<file path="src/rst_idle_pkg.sv">
package rst_idle_pkg;
  localparam int unsigned DELAY_BITS     = 17;
  localparam logic [16:0] DELAY_TERMINAL = 17'h1_FFFF;
  localparam logic [16:0] DELAY_RESET    = 17'h0_0000;
  localparam int unsigned IDLE_BIT       = 0;
  localparam int unsigned WAKE_SRC_N     = 3;
  localparam int unsigned WAKE_EXT       = 0;
  localparam int unsigned WAKE_WDT       = 1;
  localparam int unsigned WAKE_AUX       = 2;
  localparam logic [7:0]  PWR_CTRL_RESET = 8'h00;

  typedef enum logic [1:0] {
    MODE_NORMAL,
    MODE_SERIAL_PROG,
    MODE_PARALLEL_PROG
  } boot_mode_type;

  typedef enum {
    ST_RESET,
    ST_DELAY,
    ST_RUN,
    ST_IDLE
  } seq_state_type;

  typedef struct packed {
    logic external_access;
    logic program_store_strobe;
    logic address_latch;
  } strap_type;

  typedef struct packed {
    logic [2:0] enable;
    logic [2:0] request;
  } wake_type;
endpackage : rst_idle_pkg

</file>
<file path="src/power_delay_counter.sv">
`timescale 1ns/100ps
module power_delay_counter #(
  parameter logic [16:0] TERMINAL = rst_idle_pkg::DELAY_TERMINAL  // last count before done
) (
  input  wire logic clk_sys,  // system clock
  input  wire logic rst,      // synchronous reset
  input  wire logic restart,  // hold counter at zero
  output logic      done      // delay expired
);
  import rst_idle_pkg::*;

  typedef struct packed {
    logic [16:0] count;
    logic        done;
  } cnt_state_type;

  cnt_state_type state_q;
  cnt_state_type state_d;

  always_comb begin
    state_d = state_q;
    if (restart) begin
      state_d.count = DELAY_RESET;
      state_d.done  = 1'b0;
    end else if (!state_q.done) begin
      if (state_q.count == TERMINAL) begin
        state_d.done = 1'b1;
      end else begin
        state_d.count = state_q.count + 17'h0_0001;
      end
    end
  end

  always_ff @(posedge clk_sys) begin
    if (rst) begin
      state_q <= '0;
    end else begin
      state_q <= state_d;
    end
  end

  assign done = state_q.done;
endmodule : power_delay_counter

</file>
<file path="src/reset_strap_idle.sv">
`timescale 1ns/100ps
// Summary of operation
// RULE_01 - sample external access pin during reset in normal mode for code protection
// RULE_02 - while reset high, enable weak pull-ups on strobe and latch pins
// RULE_03 - after reset sequence, drop pull-ups and let cpu drive both pins
// RULE_04 - in flash programming mode ignore the external access pin level
// RULE_05 - writing one to power control bit zero enters idle immediately
// RULE_06 - leave idle only on system reset or enabled interrupt
// RULE_07 - external, watchdog and auxiliary interrupts can each wake from idle
// RULE_08 - on wake run interrupt service, then resume after idling instruction
// RULE_09 - hold cpu start until seventeen bit delay counter runs out
// RULE_10 - latch pin straps at reset release, hold until next reset
module reset_strap_idle #(
  parameter logic [16:0] DELAY_LAST = rst_idle_pkg::DELAY_TERMINAL  // last start-up count
) (
  input  wire logic                   clk_sys,         // system clock, 20 MHz
  input  wire logic                   rst,             // reset pin, active high
  input  wire rst_idle_pkg::strap_type pin_in,         // pad levels of the three pins
  input  wire logic                   cpu_strobe,      // cpu drive for strobe pin
  input  wire logic                   cpu_latch,       // cpu drive for latch pin
  input  wire logic                   pwr_wr,          // power control register write
  input  wire logic [7:0]             pwr_wdata,       // power control write data
  input  wire rst_idle_pkg::wake_type wake,            // interrupt enables and requests
  input  wire logic                   isr_done,        // return from wake service routine
  output logic                        strobe_out,      // strobe pin output value
  output logic                        strobe_oe,       // strobe pin output enable
  output logic                        latch_out,       // latch pin output value
  output logic                        latch_oe,        // latch pin output enable
  output logic                        pullup_en,       // weak pull-ups on strobe and latch
  output logic                        code_protect,    // derived from external access strap
  output rst_idle_pkg::boot_mode_type boot_mode,       // latched programming mode
  output logic                        cpu_run,         // cpu may execute
  output logic                        idle,            // idle mode, cpu_run low until wake or reset
  output logic                        wake_irq,        // vector to service routine
  output logic [7:0]                  pwr_ctrl         // power control register value
);
  import rst_idle_pkg::*;

  typedef struct packed {
    seq_state_type seq;
    strap_type     strap;
    boot_mode_type mode;
    logic          protect;
    logic [7:0]    power_control_register;
    logic          in_isr;
    logic          irq;
  } blk_state_type;

  blk_state_type state_q;
  blk_state_type state_d;
  logic          delay_done;
  logic          wake_hit;

  function automatic boot_mode_type decode_mode(input strap_type s);
    if (!s.program_store_strobe && s.address_latch) begin
      return MODE_SERIAL_PROG;
    end else if (!s.program_store_strobe && !s.address_latch) begin
      return MODE_PARALLEL_PROG;
    end
    return MODE_NORMAL;
  endfunction : decode_mode

  // RULE_09 start-up delay
  power_delay_counter #(
    .TERMINAL (DELAY_LAST)
  ) u_delay (
    .clk_sys (clk_sys),
    .rst     (rst),
    .restart (state_q.seq == ST_RESET),
    .done    (delay_done)
  );

  // RULE_07 wake sources
  assign wake_hit = |(wake.enable & wake.request);

  always_comb begin
    state_d     = state_q;
    state_d.irq = 1'b0;
    unique case (state_q.seq)
      ST_RESET: begin
        state_d.seq = ST_DELAY;
      end
      ST_DELAY: begin
        // RULE_01 sample during sequence
        state_d.strap = pin_in;
        if (delay_done) begin
          // RULE_10 latch at release
          state_d.mode = decode_mode(state_q.strap);
          // RULE_04 ignore access pin
          state_d.protect = (decode_mode(state_q.strap) == MODE_NORMAL) ?
                            !state_q.strap.external_access : 1'b0;
          state_d.seq = ST_RUN;
        end
      end
      ST_RUN: begin
        if (state_q.in_isr && isr_done) begin
          state_d.in_isr = 1'b0;
        end
        // RULE_05 enter idle
        if (pwr_wr && pwr_wdata[IDLE_BIT]) begin
          state_d.power_control_register = pwr_wdata;
          state_d.seq  = ST_IDLE;
        end else if (pwr_wr) begin
          state_d.power_control_register = pwr_wdata;
        end
      end
      ST_IDLE: begin
        // RULE_06 only enabled interrupt or reset exits
        if (wake_hit) begin
          // RULE_08 service first, then resume
          state_d.power_control_register[IDLE_BIT] = 1'b0;
          state_d.in_isr         = 1'b1;
          state_d.irq            = 1'b1;
          state_d.seq            = ST_RUN;
        end
      end
    endcase
  end

  always_ff @(posedge clk_sys) begin
    if (rst) begin
      state_q.seq     <= ST_RESET;
      state_q.strap   <= '0;
      state_q.mode    <= MODE_NORMAL;
      state_q.protect <= 1'b0;
      state_q.power_control_register    <= PWR_CTRL_RESET;
      state_q.in_isr  <= 1'b0;
      state_q.irq     <= 1'b0;
    end else begin
      state_q <= state_d;
    end
  end

  // RULE_02 pull-ups in reset
  assign pullup_en    = (state_q.seq == ST_RESET) || (state_q.seq == ST_DELAY);
  // RULE_03 cpu drives pins
  assign strobe_oe    = !pullup_en;
  assign latch_oe     = !pullup_en;
  assign strobe_out   = pullup_en ? 1'b1 : cpu_strobe;
  assign latch_out    = pullup_en ? 1'b1 : cpu_latch;
  assign code_protect = state_q.protect;
  assign boot_mode    = state_q.mode;
  assign cpu_run      = (state_q.seq == ST_RUN);
  assign idle         = (state_q.seq == ST_IDLE);
  assign wake_irq     = state_q.irq;
  assign pwr_ctrl     = state_q.power_control_register;
endmodule : reset_strap_idle

</file>
<file path="config.mk">
export PLATFORM = sky130hd
export DESIGN_NAME = reset_strap_idle
export DESIGN_NICKNAME = d
export VERILOG_FILES = /design/src/rst_idle_pkg.sv /design/src/power_delay_counter.sv /design/src/reset_strap_idle.sv
export SDC_FILE = /design/constraint.sdc
export NUM_CORES = 1
export LEC_CHECK = 0
export ABC_CLOCK_PERIOD_IN_PS = 1950
export BUFFER_PORTS_ARGS = -buffer_cell sky130_fd_sc_hd__clkbuf_2
export CORE_ASPECT_RATIO = 1.4
export CORE_MARGIN = 2
export CORE_UTILIZATION = 46
export CTS_CLUSTER_SIZE = 25
export DETAILED_ROUTE_END_ITERATION = 6
export HOLD_SLACK_MARGIN = 0.05
export PLACE_DENSITY = 0.76
export SETUP_SLACK_MARGIN = 0.05
export SKIP_CTS_REPAIR_TIMING = 1
export SKIP_LAST_GASP = 1
export SYNTH_ARGS = -nofsm -noshare
export SYNTH_HDL_FRONTEND = slang
export SYNTH_HIERARCHICAL = 1
export SYNTH_SLANG_ARGS = --single-unit
</file>
<file path="constraint.sdc">
create_clock -name clk_sys -period 1.95 [get_ports clk_sys]
set_input_delay 0.39 -clock clk_sys [delete_from_list [all_inputs] [get_ports clk_sys]]
set_output_delay 0.39 -clock clk_sys [all_outputs]
set_load 0.01 [all_outputs]
</file>
==> results.md <==
- Detailed Routing Iterations Pass 1: 4
- GPL Wtd Cong: about 0.8
- Final core utilization: between 60 and 70%
- GRT met3 Usage: 5.08%
- Post-Syn Instances: between 150 and 200
- R2R cell count: 8
- Yosys reg bits: 35
- Commonest cells after routing, fill and taps aside: clkbuf_2 (40), dfxtp_1 (27), buf_4 (22)
- Register Area: slightly above 700 sq um
- CTS sink cnt: 35
- DR vias: about 1400
- Cell variety after synth: 38
- Psw: approximately 290 uW
- Period utilisation layout: 97.3%
- Initial Utilization: a little under half
- CTS tree: yes
- RSZ-0062 raised after global routing: yes
- GRT Util Overall: 17.8%
- Congestion Overflow GR: 0
- Tightest Pin Transition: between 0.4 and 0.5 ns
- Grt peak-use layer: met2
- Internal Pwr Total: between 1000 and 1500 uW
- Crit Path Category: reg2reg
- Clk_lat worst skew: around 0.28 ns
- Min cycle time layout: between 1.5 and 2 ns
- CP startpoint kind: flop
- Post-Syn Area: between 0.0015 and 0.002 sq mm
- Area Growth Syn to Fin: 28.9%
- DRC errors left: 0
- Multi-input logic area: ~800 sq um
- Die X: 53.5 microns
- Routed Antenna Nets: 0
- Top achievable clock speed: 527 MHz
- Sequential-to-total area share from yosys stat: between 40% and 50%
- Ratio of cells with drive above 1 in the final layout: 40.9%
- Final wirelength: ~3200 microns
- CORE AREA: around 0.0033 sq mm
- Root buf cell: clkbuf_8
- Final Max Tran Viols: 0
- WHS Path Cells: 3
- Commonest non-fill, non-tap cell in the layout: clkbuf_2
- Die area: between 0.003 and 0.004 sq mm
- Vias per cell: just over 5
- # port buffers: 40
- Status: completed
- Total CTS buffers: 5
- CTS max path bufs: 2
- Combinational power share: approximately 4.6%
- Sequential share of power: about 54%
- Syn. warnings: 6
- Post-Syn Area per Cell: 8.77 sq um
- Die Span Y: about 73 microns
- Vias in the first global route: roughly 1300
- Peak VDD IR: around 0.53 mV
- Max Cap Violations: 0
- Clock share of power: about two fifths
- Initial antenna violation count: 0
- Max FO, Critical Path: 5
- Largest net degree at the start of global routing: 19
- Rel. slew slack: between 60% and 70%
- Final net count: between 200 and 300
- Diode count: 0
- DRT iter0 DRCs: 22
- WHS: roughly 0.33 ns
- Crit end category: flop
- Fin. Hold Viols: 0
- HP Class: in2reg
- Met2 Usage GRT: 30.6%
- H-tree depth: 2
- I/O pin count: 42
- Critical path arrival: 2.12 ns
- Met1 Use GR: a little under a fifth
- Cell leakage power: 0.000860 uW
- Required time worst endpoint: 2.17 ns
- Switching Share: 20.9%
- WL/cell: between 10 and 15 microns
- Clock transition at the registers of the reported paths: 0.07 ns
- # setup viols final: 0
- Global-route wire length before repair: 5120 microns
- Syn_nets: 205
- Placement Rows: 25
- Layout Skew: approximately 0.0046 ns
- Detailed placer's ending HPWL: roughly 2200 microns
- Fillers: around 320
- PwrDens: around 670 mW/mm^2
per-layer routing:
metal,wire length (microns),share of wire (%)
met1,1230,38
met2,1800,56
met3,144,4.5
met4,51,1.6
met5,0,0
layout make-up:
class / instances / share of cell area [%]
multi-input cells: 124 / 39.5
well taps: 40 / 2.46
inverters: 1 / 0.185
flip-flops and latches: 35 / 35.0
clock buffers: 8 / 4.92
repair buffers: 62 / 18.0
power groups by stage:
| stage | logic (uW) | clock network (uW) | registers (uW) |
|---|---|---|---|
| after CTS | 60.3 | 590 | 727 |
| after global routing | 71.0 | 613 | 729 |
| final | 63.3 | 569 | 729 |
| after detailed placement | 60.3 | 0 | 744 |
| after global placement | 59.2 | 0 | 744 |
| after floorplan | 33.8 | 0 | 741 |
cell usage after synthesis:
cell / number / share of area [%]
a21oi_1: 19 / 6.0
a222oi_1: 1 / 0.63
a311oi_2: 1 / 0.95
a32oi_1: 1 / 0.56
and2_1: 2 / 0.79
and3_1: 1 / 0.40
and3b_1: 1 / 0.56
and4_1: 1 / 0.56
and4_2: 1 / 0.63
and4bb_1: 2 / 1.6
buf_1: 1 / 0.24
buf_2: 2 / 0.63
buf_4: 12 / 5.7
buf_6: 1 / 0.71
clkbuf_1: 5 / 1.2
dfxtp_1: 35 / 44
ha_1: 2 / 1.6
inv_1: 1 / 0.24
mux2i_1: 3 / 1.9
nand2_1: 18 / 4.3
nand2_2: 1 / 0.40
nand2_4: 1 / 0.71
nand2b_1: 3 / 1.2
nand3_1: 12 / 3.8
nand3b_1: 5 / 2.4
nand4_1: 4 / 1.6
nor2_1: 16 / 3.8
nor2b_1: 1 / 0.40
nor3_1: 1 / 0.32
nor3b_1: 1 / 0.48
o21ai_0: 3 / 0.95
o21ai_1: 3 / 0.95
o31ai_1: 2 / 0.95
or2_2: 1 / 0.40
or3_1: 4 / 1.6
or4_1: 2 / 0.95
xnor2_1: 2 / 1.1
xor2_1: 8 / 4.4
cells by family (layout without fill, tap and decap cells):
family | Yosys count | in the layout | synth area share (%)
adder cells (fa/ha/maj) | 2 | 2 | 1.59
AO/OA/AOI/OAI | 30 | 30 | 11.0
multiplexers | 3 | 3 | 1.90
XOR/XNOR | 10 | 10 | 5.55
buffers and inverters | 22 | 71 | 8.72
flip-flops | 35 | 35 | 44.4
AND/OR/NAND/NOR | 78 | 79 | 26.8
state kept, by name, summed over array words and instances, names as in the netlist:
register and flops:
u_delay/done 1, code_protect 1, u_delay/state_q 17, boot_mode 2, state_q 5, pwr_ctrl 8
wake_irq 1
path summary, 6_finish.rpt:
check | slack (ns) | start | endpoint
setup reg to reg | 0.05 | u_delay/state_q[11] | u_delay/state_q[16]
hold reg to reg | 0.45 | code_protect | code_protect
hold / removal | 0.33 | pin_in[0] | state_q[13]
setup / recovery | 0.05 | u_delay/state_q[11] | u_delay/state_q[16]
through the flow:
step	worst slack [ns]	total power [uW]	setup TNS (ns)	cells	instance area, sq um
2_1_floorplan	0.0392	775	0	180	1580
3_3_place_gp	0.0205	803	0	254	1810
3_5_place_dp	-0.0223	804	-0.0230	254	1810
4_1_cts	-0.0339	1380	-0.0583	262	1910
5_1_grt	-0.0115	1410	-0.0115	270	2030
6_report	0.0517	1360	0	270	2030
worst max-delay path, stage by stage, from the launching register on:
cell      delay, ns
dfxtp_2        0.33
and4_4         0.20
nand2_4        0.06
nor3_2         0.04
ha_2           0.19
and4bb_4       0.33
nand2_4        0.07
or4_4          0.48
a21oi_2        0.13
Note: power is estimated with default switching activity, not from simulation.
